[src/arb_pkg.sv]
// shared types and constants for the multiprocessor bus arbiter
// assumes a single 10 MHz system clock and active-low shared request lines
package arb_pkg;
	// ****************************************************************
	// sizes
	// ****************************************************************
	localparam int          NUM_PROC      = 8;
	localparam int          ID_W          = 3;
	localparam logic [2:0]  ID_ZERO       = 3'h0;
	localparam logic [7:0]  LINES_IDLE    = 8'hff;  // request lines idle high
	// ****************************************************************
	// timing
	// ****************************************************************
	localparam int          CLK_PERIOD_NS = 100;
	localparam int          SREF_TIME_NS  = 200;     // least self-refresh settle time
	localparam int          SREF_CYCLES   = (SREF_TIME_NS + CLK_PERIOD_NS - 1) / CLK_PERIOD_NS;
	localparam logic [3:0]  SREF_CNT      = 4'(SREF_CYCLES);
	localparam logic [3:0]  CNT_ZERO      = 4'h0;
	localparam logic [3:0]  CNT_ONE       = 4'h1;

	// ownership states
	typedef enum logic [2:0] {
		ST_IDLE  = 3'b000,  // slave, not requesting
		ST_REQ   = 3'b001,  // request asserted, waiting
		ST_OWN   = 3'b010,  // master of external bus
		ST_SREF  = 3'b011,  // entering sdram self-refresh for host
		ST_HOST  = 3'b100   // host owns the bus
	} own_state_type;

	// local demand from core and dma engines
	typedef struct packed {
		logic core_req;     // core wants an external access
		logic dma_req;      // normal-priority dma wants bus
		logic hp_dma_req;   // high-priority dma wants bus
		logic lock_req;     // locked sequence in progress
		logic xact_busy;    // a transaction is outstanding
	} demand_type;

	// bus control returned to the external port
	typedef struct packed {
		logic bus_drive;    // drive address, data, strobes, sdram pins
		logic dma_suspend;  // background dma must pause
		logic abort_xact;   // drop the outstanding transaction
		logic sref_req;     // put sdram into self-refresh
	} busctl_type;
endpackage

[src/bus_arbiter.sv]
// external bus mastership arbiter for one processor of a cluster
// assumes peers, host and pull-ups on the shared lines sit outside;
// open-drain lines resolve to low when any enabled driver outputs low
//
// Function
// drive only own request line; watch all other request lines
// identity code n selects request line n, 000 to 111
// ordering position among processors comes from identity
// identity straps stay constant except during reset
// absent processors' request lines are held high by the system
// current owner asserts master indicator, for debug only
// master and lock pins are sampled as straps during reset; code samples them on the first enabled edge after reset release
// lock indicator shows the master has locked the bus
// host may assert back-off to break a crossed-read deadlock
// back-off releases the bus at once, dropping the transaction
// host holds its request as long as it needs the bus
// on host request finish transaction, release bus, then grant
// bus pins float while the host owns the bus
// sdram enters self-refresh before the host is granted
// grant stays asserted until host drops its request
// only the master drives host grant; slaves monitor it
// core-priority line asserted during own core external access
// master yields dma when a slave asserts core-priority
// dma-priority line asserted during own high-priority dma access
// normal dma master yields when a slave asserts dma-priority
// simultaneous requesters resolved by identity-ordered round robin; code only takes the bus when no other request line is low
`timescale 1ns/100ps
module bus_arbiter
	import arb_pkg::*;
(
	input  wire logic              mclk_i,
	input  wire logic              rst_n_i,
	input  wire logic              clk_en_i,
	input  wire logic [ID_W-1:0]   processor_identity_straps_i,
	input  wire demand_type        demand_i,
	input  wire logic [7:0]        peer_request_lines_n_i,
	output logic      [7:0]        peer_request_lines_n_o,
	output logic      [7:0]        peer_request_lines_oe_o,
	input  wire logic              back_off_input_n_i,
	input  wire logic              host_request_input_n_i,
	input  wire logic              host_grant_line_n_i,
	output logic                   host_grant_line_n_o,
	output logic                   host_grant_line_oe_o,
	input  wire logic              master_indicator_n_i,
	output logic                   master_indicator_n_o,
	output logic                   master_indicator_oe_o,
	input  wire logic              lock_indicator_n_i,
	output logic                   lock_indicator_n_o,
	output logic                   lock_indicator_oe_o,
	input  wire logic              core_priority_line_n_i,
	output logic                   core_priority_line_n_o,
	output logic                   core_priority_line_oe_o,
	input  wire logic              dma_priority_line_n_i,
	output logic                   dma_priority_line_n_o,
	output logic                   dma_priority_line_oe_o,
	output busctl_type             busctl_o,
	output logic [1:0]             strap_o
);
	// ****************************************************************
	// strap capture
	// ****************************************************************
	// first enabled edge after release catches id and straps, since an
	// async reset may only load constants
	logic [ID_W-1:0] id_ff;
	logic            strap_done_ff;
	logic [1:0]      strap_ff;

	always_ff @(posedge mclk_i or negedge rst_n_i) begin
		if (!rst_n_i) begin
			id_ff         <= ID_ZERO;
			strap_done_ff <= 1'b0;
			strap_ff      <= 2'h0;
		end else if (clk_en_i && !strap_done_ff) begin
			id_ff         <= processor_identity_straps_i;
			strap_ff      <= {master_indicator_n_i, lock_indicator_n_i};
			strap_done_ff <= 1'b1;
		end
	end

	// ****************************************************************
	// decode of shared lines
	// ****************************************************************
	// absent peers float high, so they never look like requesters
	wire [7:0] peer_req   = ~peer_request_lines_n_i;
	wire [7:0] own_onehot = 8'(8'h01 << id_ff);
	wire [7:0] other_req  = peer_req & ~own_onehot;
	wire       host_req   = ~host_request_input_n_i;
	wire       back_off   = ~back_off_input_n_i;
	// own drive is masked out so we only see slaves on the shared lines
	wire       cpa_other  = ~core_priority_line_n_i & ~core_priority_line_oe_o;
	wire       dpa_other  = ~dma_priority_line_n_i & ~dma_priority_line_oe_o;
	wire       local_want = demand_i.core_req | demand_i.dma_req | demand_i.hp_dma_req;
	wire       only_dma   = demand_i.dma_req & ~demand_i.core_req & ~demand_i.hp_dma_req;

	// ****************************************************************
	// arbitration
	// ****************************************************************
	own_state_type   state_ff;
	own_state_type   nxt_state;
	logic [ID_W-1:0] last_ff;
	logic [3:0]      cnt_ff;
	logic [3:0]      nxt_cnt;
	logic [ID_W-1:0] win;
	logic            any_req;
	logic            nxt_req_ln;
	wire  [7:0]      all_req = other_req | (own_onehot & {8{nxt_req_ln}});

	arb_prio #(
		.N (NUM_PROC)
	) u_prio (
		.req_i  (all_req),
		.last_i (last_ff),
		.win_o  (win),
		.any_o  (any_req)
	);

	// yield decisions while we own the bus
	wire yield_cpa  = cpa_other & ~demand_i.lock_req;
	wire yield_dpa  = dpa_other & only_dma & ~demand_i.lock_req;
	wire yield_peer = (other_req != 8'h00) & ~local_want & ~demand_i.lock_req;
	wire done_xact  = ~demand_i.xact_busy;
	wire release_ok = done_xact & (yield_cpa | yield_dpa | yield_peer);
	wire win_me     = any_req & (win == id_ff);
	// another master is idle only when no other line is low and host is off
	wire bus_free   = (other_req == 8'h00) & host_grant_line_n_i;

	assign nxt_req_ln = local_want & strap_done_ff;

	// next-state selection
	always_comb begin
		nxt_state = state_ff;
		nxt_cnt   = cnt_ff;
		case (state_ff)
			ST_IDLE: begin
				if (nxt_req_ln) begin
					nxt_state = ST_REQ;
				end
			end
			ST_REQ: begin
				if (!local_want) begin
					nxt_state = ST_IDLE;
				// no re-grab while back-off still holds us off the bus
				end else if (win_me && bus_free && !host_req && !back_off) begin
					nxt_state = ST_OWN;
				end
			end
			ST_OWN: begin
				if (back_off) begin
					nxt_state = ST_REQ;
				end else if (host_req && done_xact) begin
					nxt_state = ST_SREF;
					nxt_cnt   = SREF_CNT;
				end else if (!demand_i.lock_req && (release_ok || !local_want)) begin
					nxt_state = local_want ? ST_REQ : ST_IDLE;
				end
			end
			ST_SREF: begin
				if (cnt_ff == CNT_ONE) begin
					nxt_state = ST_HOST;
				end
				nxt_cnt = cnt_ff - CNT_ONE;
			end
			ST_HOST: begin
				if (!host_req) begin
					nxt_state = ST_IDLE;
				end
			end
			default: begin
				nxt_state = ST_IDLE;
			end
		endcase
	end

	// state and round robin pointer
	always_ff @(posedge mclk_i or negedge rst_n_i) begin
		if (!rst_n_i) begin
			state_ff <= ST_IDLE;
			cnt_ff   <= CNT_ZERO;
			last_ff  <= ID_ZERO;
		end else if (clk_en_i) begin
			state_ff <= nxt_state;
			cnt_ff   <= nxt_cnt;
			if (any_req) begin
				last_ff <= win;
			end
		end
	end

	// ****************************************************************
	// pin and control outputs
	// ****************************************************************
	wire owner      = (state_ff == ST_OWN);
	wire host_phase = (nxt_state == ST_HOST);
	wire master_ish = (nxt_state == ST_OWN) | (nxt_state == ST_SREF) | host_phase;
	wire req_pin    = (nxt_state == ST_REQ) | (nxt_state == ST_OWN) | (nxt_state == ST_SREF);
	// open drain: priority pins low whenever their enable is high
	wire cpa_drive  = demand_i.core_req & (nxt_state == ST_OWN);
	wire dpa_drive  = demand_i.hp_dma_req & (nxt_state == ST_OWN);
	busctl_type nxt_ctl;

	assign nxt_ctl.bus_drive   = (nxt_state == ST_OWN);
	assign nxt_ctl.dma_suspend = owner & (yield_cpa | yield_dpa);
	assign nxt_ctl.abort_xact  = owner & back_off;
	assign nxt_ctl.sref_req    = (nxt_state == ST_SREF) | host_phase;

	// all outputs registered; while straps are sampled the pins stay undriven
	always_ff @(posedge mclk_i or negedge rst_n_i) begin
		if (!rst_n_i) begin
			peer_request_lines_n_o  <= LINES_IDLE;
			peer_request_lines_oe_o <= 8'h00;
			host_grant_line_n_o     <= 1'b1;
			host_grant_line_oe_o    <= 1'b0;
			master_indicator_n_o    <= 1'b1;
			master_indicator_oe_o   <= 1'b0;
			lock_indicator_n_o      <= 1'b1;
			lock_indicator_oe_o     <= 1'b0;
			core_priority_line_n_o  <= 1'b1;
			core_priority_line_oe_o <= 1'b0;
			dma_priority_line_n_o   <= 1'b1;
			dma_priority_line_oe_o  <= 1'b0;
			busctl_o                <= '0;
			strap_o                 <= 2'h0;
		end else if (clk_en_i && strap_done_ff) begin
			peer_request_lines_oe_o <= own_onehot;
			peer_request_lines_n_o  <= ~(own_onehot & {8{req_pin}});
			host_grant_line_oe_o    <= master_ish;
			host_grant_line_n_o     <= ~host_phase;
			master_indicator_oe_o   <= 1'b1;
			master_indicator_n_o    <= ~master_ish;
			lock_indicator_oe_o     <= 1'b1;
			lock_indicator_n_o      <= ~(demand_i.lock_req & (nxt_state == ST_OWN));
			core_priority_line_oe_o <= cpa_drive;
			core_priority_line_n_o  <= ~cpa_drive;
			dma_priority_line_oe_o  <= dpa_drive;
			dma_priority_line_n_o   <= ~dpa_drive;
			busctl_o                <= nxt_ctl;
			strap_o                 <= strap_ff;
		end
	end

	// ****************************************************************
	// assertions
	// ****************************************************************
	own_line_only_a: assert property (@(posedge mclk_i) disable iff (!rst_n_i)
		strap_done_ff |-> ((peer_request_lines_oe_o & ~own_onehot) == 8'h00))
		else $error("request line driven other than own");
	id_select_a: assert property (@(posedge mclk_i) disable iff (!rst_n_i)
		$rose(peer_request_lines_oe_o != 8'h00) |-> peer_request_lines_oe_o == own_onehot)
		else $error("wrong request line for identity");
	straps_quiet_a: assert property (@(posedge mclk_i) disable iff (!rst_n_i)
		!strap_done_ff |-> !master_indicator_oe_o && !lock_indicator_oe_o)
		else $error("strap pins driven during capture");
	backoff_drop_a: assert property (@(posedge mclk_i) disable iff (!rst_n_i)
		(clk_en_i && owner && back_off) |=> !busctl_o.bus_drive && state_ff == ST_REQ)
		else $error("bus kept after back-off");
	grant_after_sref_a: assert property (@(posedge mclk_i) disable iff (!rst_n_i)
		$fell(host_grant_line_n_o) |-> $past(state_ff) == ST_SREF && busctl_o.sref_req)
		else $error("host grant without self-refresh");
	grant_floats_a: assert property (@(posedge mclk_i) disable iff (!rst_n_i)
		!host_grant_line_n_o |-> !busctl_o.bus_drive)
		else $error("bus driven while host granted");
	grant_hold_a: assert property (@(posedge mclk_i) disable iff (!rst_n_i)
		(clk_en_i && state_ff == ST_HOST && host_req) |=> !host_grant_line_n_o)
		else $error("grant dropped while host requests");
	cpa_core_a: assert property (@(posedge mclk_i) disable iff (!rst_n_i)
		core_priority_line_oe_o |-> master_indicator_oe_o && !master_indicator_n_o)
		else $error("core priority driven off bus");
	lock_owner_a: assert property (@(posedge mclk_i) disable iff (!rst_n_i)
		!lock_indicator_n_o |-> !master_indicator_n_o)
		else $error("lock shown by non-owner");
	grant_master_a: assert property (@(posedge mclk_i) disable iff (!rst_n_i)
		host_grant_line_oe_o |-> !master_indicator_n_o)
		else $error("slave drives host grant");

	own_bus_c: cover property (@(posedge mclk_i) disable iff (!rst_n_i)
		state_ff == ST_REQ ##1 state_ff == ST_OWN);
	host_hand_c: cover property (@(posedge mclk_i) disable iff (!rst_n_i)
		state_ff == ST_SREF ##[1:8] state_ff == ST_HOST);
	back_off_c: cover property (@(posedge mclk_i) disable iff (!rst_n_i)
		owner && back_off);
	cpa_yield_c: cover property (@(posedge mclk_i) disable iff (!rst_n_i)
		busctl_o.dma_suspend);
endmodule

[src/arb_prio.sv]
// rotating priority picker over the eight request lines
// assumes the request vector is already active high and synchronous
`timescale 1ns/100ps
module arb_prio
	import arb_pkg::*;
#(
	parameter int N = NUM_PROC
) (
	input  wire logic [N-1:0]      req_i,
	input  wire logic [ID_W-1:0]   last_i,
	output logic      [ID_W-1:0]   win_o,
	output logic                   any_o
);
	// ****************************************************************
	// round robin search
	// ****************************************************************
	// search starts just after the last winner, so every id gets a turn
	logic [ID_W-1:0] cand [N];
	logic [N-1:0]    hit;
	genvar g;
	generate
		for (g = 0; g < N; g++) begin : g_cand
			assign cand[g] = ID_W'(last_i + ID_W'(g + 1));
			assign hit[g]  = req_i[cand[g]];
		end
	endgenerate

	// lowest offset from the last winner wins
	always_comb begin
		win_o = last_i;
		for (int k = N - 1; k >= 0; k--) begin
			if (hit[k]) begin
				win_o = cand[k];
			end
		end
	end

	assign any_o = |req_i;
endmodule

[config.mk]
export PLATFORM = sky130hd
export DESIGN_NAME = bus_arbiter
export DESIGN_NICKNAME = d
export VERILOG_FILES = /design/src/arb_pkg.sv /design/src/bus_arbiter.sv /design/src/arb_prio.sv
export SDC_FILE = /design/constraint.sdc
export NUM_CORES = 1
export LEC_CHECK = 0
export BUFFER_PORTS_ARGS = -buffer_cell sky130_fd_sc_hd__buf_2
export CORE_MARGIN = 2
export CORE_UTILIZATION = 40
export CTS_BUF_LIST = sky130_fd_sc_hd__clkbuf_8
export DETAILED_ROUTE_END_ITERATION = 8
export GPL_TIMING_DRIVEN = 0
export PLACE_DENSITY_LB_ADDON = 0.05
export RECOVER_POWER = 25
export SYNTH_ARGS = -nofsm -noshare
export SYNTH_HDL_FRONTEND = slang
export SYNTH_SLANG_ARGS = --single-unit
export TNS_END_PERCENT = 1
[constraint.sdc]
create_clock -name mclk_i -period 2.9 [get_ports mclk_i]
set_clock_uncertainty 0.05 [all_clocks]
set_input_delay 0.145 -clock mclk_i [delete_from_list [all_inputs] [get_ports mclk_i]]
set_output_delay 0.145 -clock mclk_i [all_outputs]
set_load 0.02 [all_outputs]
Word-level counts from Yosys, hierarchy flattened
Index checks and enable logic that the tools add are counted.

Bits of input ports: 26. Output and inout bits: 32. Word-level logic and storage cells: 152. Register bits after elaboration: 47.

Bitwise gates (word level): 50. $lt $le $gt $ge: 7. Mux-type cells: 34. Shift operators: 1. Reduce and logical (&&, ||, !) cells: 18. Add/subtract/negate cells: 8. Equality and inequality tests: 12.

Operator list (number): $mux W3 (15); $lt A3 B4 Y1 const B (7); $and A8 B8 Y8 (3); $not A8 Y8 (3); $bmux W1 S3 (7); $and A1 B1 Y1 (18); $not A1 Y1 (16); $pmux W3 S5 (1); $add A3 B3 Y3 const B (4); $eq A3 B2 Y1 const B (4); $or A1 B1 Y1 (9); $logic_not A8 Y1 (1); $mux W1 (8); $mux W4 (2); $or A8 B8 Y8 (1); $pmux W4 S2 (1); $reduce_bool A8 Y1 (1); $reduce_or A8 Y1 (1); $shl A1 B3 Y8 const A (1); $logic_and A1 B1 Y1 (7); $add A3 B2 Y3 const B (2); $eq A3 B1 Y1 const B (2); $eq A3 B3 Y1 const B (2); $eq A4 B1 Y1 const B (1); 11 further kinds (13).

Longest topological paths before layout
Gate-level depths: netlist of run 1.

Depth after elaboration: 27. Mapped depth: 11. Depth with buffers taken out: 9.

Cells and area by module
A second synthesis of run 1 with hierarchy kept.

Cell total of the unflattened synthesis: 331. Area total of the unflattened synthesis: 3259.4 µm².

By module, submodules not included: bus_arbiter (area an instance 2354.8 µm², cells an instance 230, times used 1); arb_prio (area an instance 904.6 µm², cells an instance 101, times used 1).

Worst setup path after synthesis of run 1
No wires, ideal clock.

Path type: register -> register. From: register id_ff[2]. To: register dma_priority_line_oe_o. Cell stages (with the launch flop): 11. Arrival time: 2.239 ns. Required time: 2.784 ns. Library setup time: 0.066 ns. Path buffers: 3. Slack: 0.545 ns. Cells stage by stage: dfrtp_1 buf_2 buf_1 mux2i_1 o31ai_1 a32oi_1 or4_1 o21ai_0 and3_1 clkbuf_1 a22o_1.

Word-level cells in the longest chain between the ends: 23.

RTL lines: from (decl) (line bus_arbiter.sv:64) `logic [ID_W-1:0] id_ff;`; from (signal assigned) (line bus_arbiter.sv:74) `id_ff <= processor_identity_straps_i;`; $shl A1 B3 Y8 (line bus_arbiter.sv:85) `wire [7:0] own_onehot = 8'(8'h01 << id_ff);`; $not A8 Y8 (line bus_arbiter.sv:86) `wire [7:0] other_req = peer_req & ~own_onehot;`; $and A8 B8 Y8 (line bus_arbiter.sv:86); $or A8 B8 Y8 (line bus_arbiter.sv:106) `wire [7:0] all_req = other_req | (own_onehot & {8{nxt_req_ln}});`; $bmux W1 S3 (line arb_prio.sv:24) `assign hit[g] = req_i[cand[g]];`; $mux W1 (implied by the code) (line arb_prio.sv:24); $mux W3 (7 in series) (line arb_prio.sv:32) `if (hit[k]) begin`; $eq A3 B3 Y1 (line bus_arbiter.sv:123) `wire win_me = any_req & (win == id_ff);`; $and A1 B1 Y1 (line bus_arbiter.sv:123); $logic_and A1 B1 Y1 (3 in series) (line bus_arbiter.sv:143) `end else if (win_me && bus_free && !host_req && !back_off) begin`; $mux W3 (line bus_arbiter.sv:143); $mux W3 (line bus_arbiter.sv:140) `if (!local_want) begin`; $pmux W3 S5 (*) (line bus_arbiter.sv:133) `case (state_ff)`; $eq A3 B2 Y1 (*) (line bus_arbiter.sv:198) `wire dpa_drive = demand_i.hp_dma_req & (nxt_state == ST_OWN);`; $and A1 B1 Y1 (*) (line bus_arbiter.sv:198); to (signal assigned) (line bus_arbiter.sv:234) `dma_priority_line_oe_o <= dpa_drive;`; to (decl) (line bus_arbiter.sv:55) `output logic dma_priority_line_oe_o,`.

Every way passes the cells marked *; elsewhere a longest branch is shown, timed or not. The select of a mux whose other input is x is not followed. A chain may end at the register's enable or synchronous reset.

Final worst setup path of run 1
From: register id_ff[0]. To: register dma_priority_line_oe_o.

The elaborated chain is that of the path after synthesis.

==> impl_metrics.toml, run 1 <==
[status]
outcome = "finished, final reports clean"

[detailed_routing]
remaining_drc_errors = 0
drtIter0Drc = 85
final_antenna_net_count = 0
firstDrtPassIters = 4
avgRoutedWirePerCell_um = 14.5
viasPerCell = 5.20
drt_wl_total_mm = 5.08
route.vias.total = 1821

[flow_run]
maxCapViolations = 0

[min_path]
min_path_type = "in2reg"
holdPathStages = 3
hold_end = "id_ff[0]"
min_from = "processor_identity_straps_i[0]"

[setup_path]
crit_buf_inv = 2
cp_cell_sequence = "clkbuf_1 > buf_1 > nor3_1 > o21ai_0 > a21o_1 > nand4_1 > or4_1 > a21boi_0 > and3_1 > a22o_1"
r2r_end = "dma_priority_line_oe_o"
critPathSlowestCell = "or4_1"
critPathCaptureType = "flip-flop"
r2r_start = "id_ff[0]"
critPathMaxFanout = 6
slowest_delay_ns = 0.43
r2r_slack_ns = 0.32
crit_family = "simple AND/OR/NAND/NOR gates"
required_ns = 3.09
reg2regPathDepth = 10
worstSetupStartpointType = "flip-flop"
arrival_ns = 2.76
path_class = "reg2reg"

[logic_synthesis]
synth_fp_nets = 240
syn_area_per_cell_um2 = 9.81
synth_flop_cell = "dfrtp_1"
ys_warn_count = 0
ys_ff_latch = 44
synth-edff-count = 0
yosysSeqAreaShare_pct = 53.7
netlist_area_um2 = 2080
synth_cell_types = 41
syn_inst = 212
synth-async-reset-ratio_pct = 100

[finish]
antennaDiodeCount = 0
drive_above_1_share_pct = 21.8
nNetsFinal = 307
syn2layout_area_growth_pct = 24.1
instances_no_fill = 350
final_area_um2 = 2580

[die]
die_w_um = 76.1
coreArea_um2 = 5070
rows = 26
initial_core_util_pct = 41.0
die_area_um2 = 5800
die_h_um = 76.1
io_pins = 58

[global_routing]
overflow = 0
antenna_found_initial = 0
first_global_vias = 1761
grt_max_degree = 45
grt_pass1_wl_mm = 8.54
grt_usage_pct = 18.4

[sta]
setup_viol = 0
period_share_pct = 88.9
min_period_ns = 2.58
rsz0062_at_grt = "no"
worst_pin_slew_ns = 0.955
maxSlewViolCount = 0
slew-limit-headroom_pct = 36.3
timing.final.hold_violations = 0
clock.fmax_mhz = 388
setup-tns-final_ns = 0

[place]
place_inst = 339
globalplace.congestion = 0.778
dp_hpwl_mm = 3.73
placed_cell_area_um2 = 2450
portBuffers = 57

[cts]
path_clk_slew_ns = 0.08
cts-buffers-inserted = 5
root_buffer = "clkbuf_8"
cts_tree = "done"
cts_buffer_depth = 2
clkLatencyLatePin_ns = 0.29
h-tree-depth = 2
postCtsSetupBuffers = 0
cts.sinks = 44

[power_and_ir_drop]
p_per_area_nw_per_um2 = 718
peakVddDrop_mv = 0.346
p_leak_nw = 1.16
fin_total_pwr_mw = 1.85
==> cells in the final DEF, fill, tap and decap left out, drive strengths merged, types with 3 or more instances in the layout <==
master	n
nand3	3
mux2	7
a21oi	16
mux2i	3
buf	31
nand4	3
nand2	22
dlygate4sd3	4
o31ai	3
nor2	22
a21o	6
o21ai	10
dfrtp	31
inv	4
nor3b	3
clkbuf	48
and2	3
nor2b	3
and3	3
dfstp	13
a22o	6
nand2b	6
nor3	10
==> worst max path at each step <==
stage	start	to	slack [ns]	cells past startpoint
after floorplan	id_ff[2]	dma_priority_line_oe_o	0.55	10
final	id_ff[0]	dma_priority_line_oe_o	0.32	10
after detailed placement	id_ff[2]	dma_priority_line_oe_o	0.13	10
after global routing	id_ff[0]	dma_priority_line_oe_o	0.10	10
after CTS	id_ff[2]	dma_priority_line_oe_o	0.1	10
after global placement	id_ff[2]	dma_priority_line_oe_o	0.12	10
==> routing by layer <==
layer	vias to the layer above	global-route usage, %	wire length, µm
li1	877	-	-
met4	0	7.09	68
met1	880	25.4	2390
met5	-	0	0
met2	56	28.6	2350
met3	8	4.03	262
==> synth_stat cells, types with 3 or more instances <==
library cell | count | area share (%)
dfrtp_1 | 31 | 37
nand2_1 | 22 | 4.0
nand3_1 | 3 | 0.72
o21ai_0 | 10 | 2.4
nor3_1 | 10 | 2.4
inv_1 | 4 | 0.72
and2_1 | 3 | 0.90
clkbuf_1 | 12 | 2.2
nor2_1 | 22 | 4.0
a21oi_1 | 16 | 3.8
nand2b_1 | 6 | 1.8
o31ai_1 | 3 | 1.1
nor3b_1 | 3 | 1.1
nand4_1 | 3 | 0.90
and3_1 | 3 | 0.90
mux2_2 | 7 | 3.8
nor2b_1 | 3 | 0.90
dfstp_2 | 13 | 16
mux2i_1 | 3 | 1.4
a22o_1 | 6 | 2.5
a21o_1 | 6 | 2.2
==> stage by stage <==
step	hold slack, ns	setup slack, ns	util [%]
finish	0.0184	0.322	50.9
global route	0.0175	0.103	50.9
CTS	0.0195	0.0984	51.6
detailed placement	0.289	0.133	48.3
global placement	0.287	0.116	48.3
floorplan	-0.201	0.545	-
==> kinds of logic after synthesis <==
group           after synthesis  share of synthesized area, %
compound gates               53                          16.8
fa+ha+maj                     2                          1.20
buf+inv                      20                          3.85
flops                        44                          53.7
mux                          10                          5.23
simple gates                 83                          19.2
==> power breakdown <==
part	total, mW	switching (mW)	internal [mW]
combinational	0.545	0.350	0.195
sequential	0.803	0.0714	0.732
clock	0.505	0.201	0.304
==> area by class of cell <==
cell class,count,area (µm²)
Clock buffer,7,96.3
Inverter,4,15.0
Multi-Input combinational cell,148,883
Timing Repair Buffer,61,289
Clock inverter,1,30.0
Sequential cell,44,1120
Fill cell,529,2490
Tap cell,70,87.6
Buffer,15,63.8
==> state kept, by name, indices dropped and copies added (netlist names), 2 cells and up <==
register	cells
peer_request_lines_n_o	8
peer_request_lines_oe_o	8
busctl_o	4
cnt_ff	4
id_ff	3
state_ff	3
strap_ff	2
strap_o	2
==> tightest hold or removal path: stages <==
cell     delay (ns)
buf_2          0.08
nand2_1        0.04
o21ai_0        0.06
==> timing repair <==
item / CTS / global route
endpoints found under the setup margin: 0 / 6
resized for setup: 0 / 3
hold buffers: 4 / 0
endpoints found under the hold margin: 34 / 0
Note: power is estimated with default switching activity, not from simulation.
==> run 2, diff against run 1 <==
==> constraint.sdc (replaced) <==
create_clock -name mclk_i -period 2.8 [get_ports mclk_i]
set_clock_uncertainty 0.05 [all_clocks]
set_input_delay 0.14 -clock mclk_i [delete_from_list [all_inputs] [get_ports mclk_i]]
set_output_delay 0.14 -clock mclk_i [all_outputs]
set_load 0.02 [all_outputs]
==> run 2 against run 1 <==
  * Via count decreased by 0.11%
  * Clock power increased by 4%
  * Sequential power rose by 3.7%
  * Register-to-register slack got worse by 0.09 ns
  * Hold slack worse by 0.0061 ns
  * Wire length increased by 0.30%
  * Fmax up 0.48%
  * Worst setup slack worse by 0.088 ns
  * Sequential cell count is the same
  * Final cell count did not move
  * Design area about the same
==> impl_metrics.toml, run 2 (synthesis results as in run 1) <==
[status]
outcome = "finished, final reports clean"

[global_routing]
first_global_vias = 1761
grt_max_degree = 45
antenna_found_initial = 0
grt_usage_pct = 18.4
overflow = 0
grt_pass1_wl_mm = 8.54

[power_and_ir_drop]
fin_total_pwr_mw = 1.93
peakVddDrop_mv = 0.362
p_per_area_nw_per_um2 = 746
p_leak_nw = 1.16

[setup_path]
required_ns = 2.99
crit_buf_inv = 2
cp_cell_sequence = "clkbuf_1 > buf_1 > nor3_1 > o21ai_0 > a21o_1 > nand4_1 > or4_1 > a21boi_0 > and3_1 > a22o_1"
path_class = "reg2reg"
worstSetupStartpointType = "flip-flop"
critPathLaunch = "id_ff[0]"
crit_family = "simple AND/OR/NAND/NOR gates"
critPathMaxFanout = 6
critPathSlowestCell = "or4_1"
r2r_start = "id_ff[0]"
arrival_ns = 2.75
critPathCaptureType = "flip-flop"
slowest_delay_ns = 0.43

[cts]
cts.sinks = 44
cts_tree = "done"
clkLatencyLatePin_ns = 0.29
cts_buffer_depth = 2
path_clk_slew_ns = 0.08
root_buffer = "clkbuf_8"
h-tree-depth = 2
cts-buffers-inserted = 5
postCtsSetupBuffers = 0

[sta]
min_period_ns = 2.57
clock.fmax_mhz = 390
period_share_pct = 91.6
setup-tns-final_ns = 0
timing.final.hold_violations = 0
worst_pin_slew_ns = 0.964
setup_viol = 0
maxSlewViolCount = 0
rsz0062_at_grt = "no"
slew-limit-headroom_pct = 35.7
hold_ws_ns = 0.0124

[place]
dp_hpwl_mm = 3.73
globalplace.congestion = 0.778
portBuffers = 57

[detailed_routing]
remaining_drc_errors = 0
route.vias.total = 1819
drtIter0Drc = 85
drt_wl_total_mm = 5.09
final_antenna_net_count = 0
firstDrtPassIters = 4
avgRoutedWirePerCell_um = 14.6
viasPerCell = 5.20

[finish]
final_common_cell = "clkbuf_1"
most-common-layout-cells = "clkbuf_1, buf_2, dfrtp_1, nand2_1, nor2_1"
regArea_um2 = 1120
nNetsFinal = 307
largestRegisters = "peer_request_lines_n_o (8), peer_request_lines_oe_o (8)"
multi_input_area_um2 = 883
fillers = 529
drive_above_1_share_pct = 22.1
antennaDiodeCount = 0
syn2layout_area_growth_pct = 24.2

[die]
die_w_um = 76.1
die_area_um2 = 5800
die_h_um = 76.1
io_pins = 58
coreArea_um2 = 5070
rows = 26
initial_core_util_pct = 41.0

[flow_run]
maxCapViolations = 0

[min_path]
min_path_type = "in2reg"
min_from = "processor_identity_straps_i[0]"
## run 2: repair_timing
item,4_1_cts,5_1_grt
hold endpoints to repair,34,0
hold buffers,4,0
resized for setup,2,1
setup endpoints to repair,1,6
## run 2: final timing paths
| kind | to | slack [ns] | cells past startpoint |
|---|---|---|---|
| worst min register to register | host_grant_line_n_o | 0.41 | 2 |
| max in group asynchronous | peer_request_lines_oe_o[1] | 1.62 | 2 |
| min in group asynchronous | busctl_o[3] | 0.48 | 2 |
| worst max register to register | dma_priority_line_oe_o | 0.23 | 10 |
| worst min-delay path | id_ff[0] | 0.01 | 3 |
| worst max-delay path | dma_priority_line_oe_o | 0.23 | 10 |
## run 2: tightest hold or removal path, cell delays in order
cell	delay, ns
buf_2	0.08
nand2_1	0.04
o21ai_0	0.06
## run 2: per-stage QoR
stage	util [%]	area (µm²)	std cells	worst slack, ns
after floorplan	-	2080	212	0.445
after global placement	48.3	2450	339	0.0160
after detailed placement	48.3	2450	339	0.0334
after CTS	51.7	2620	351	0.0840
after global routing	50.9	2580	350	0.00320
final	50.9	2580	350	0.234
## run 2: layer usage
metal | wire (µm) | global-route usage (%) | up-vias
met5 | 0 | 0 | -
met2 | 2310 | 28.6 | 51
met1 | 2440 | 25.4 | 883
li1 | - | - | 876
met4 | 88 | 7.09 | 0
met3 | 253 | 4.03 | 9
## run 2: where the power goes
| group | switching (mW) | total [mW] | internal, mW |
|---|---|---|---|
| Combinational | 0.365 | 0.568 | 0.203 |
| Sequential | 0.0749 | 0.833 | 0.758 |
| Clock | 0.211 | 0.525 | 0.315 |
| Total | 0.650 | 1.93 | 1.28 |
## run 2: layout make-up
cell class,instances,share of cell area (%)
Sequential cell,44,43.2
Buffer,15,2.47
Clock inverter,1,1.16
Timing Repair Buffer,61,11.2
Multi-Input combinational cell,148,34.2
Clock buffer,7,3.73
Tap cell,70,3.39
Inverter,4,0.581
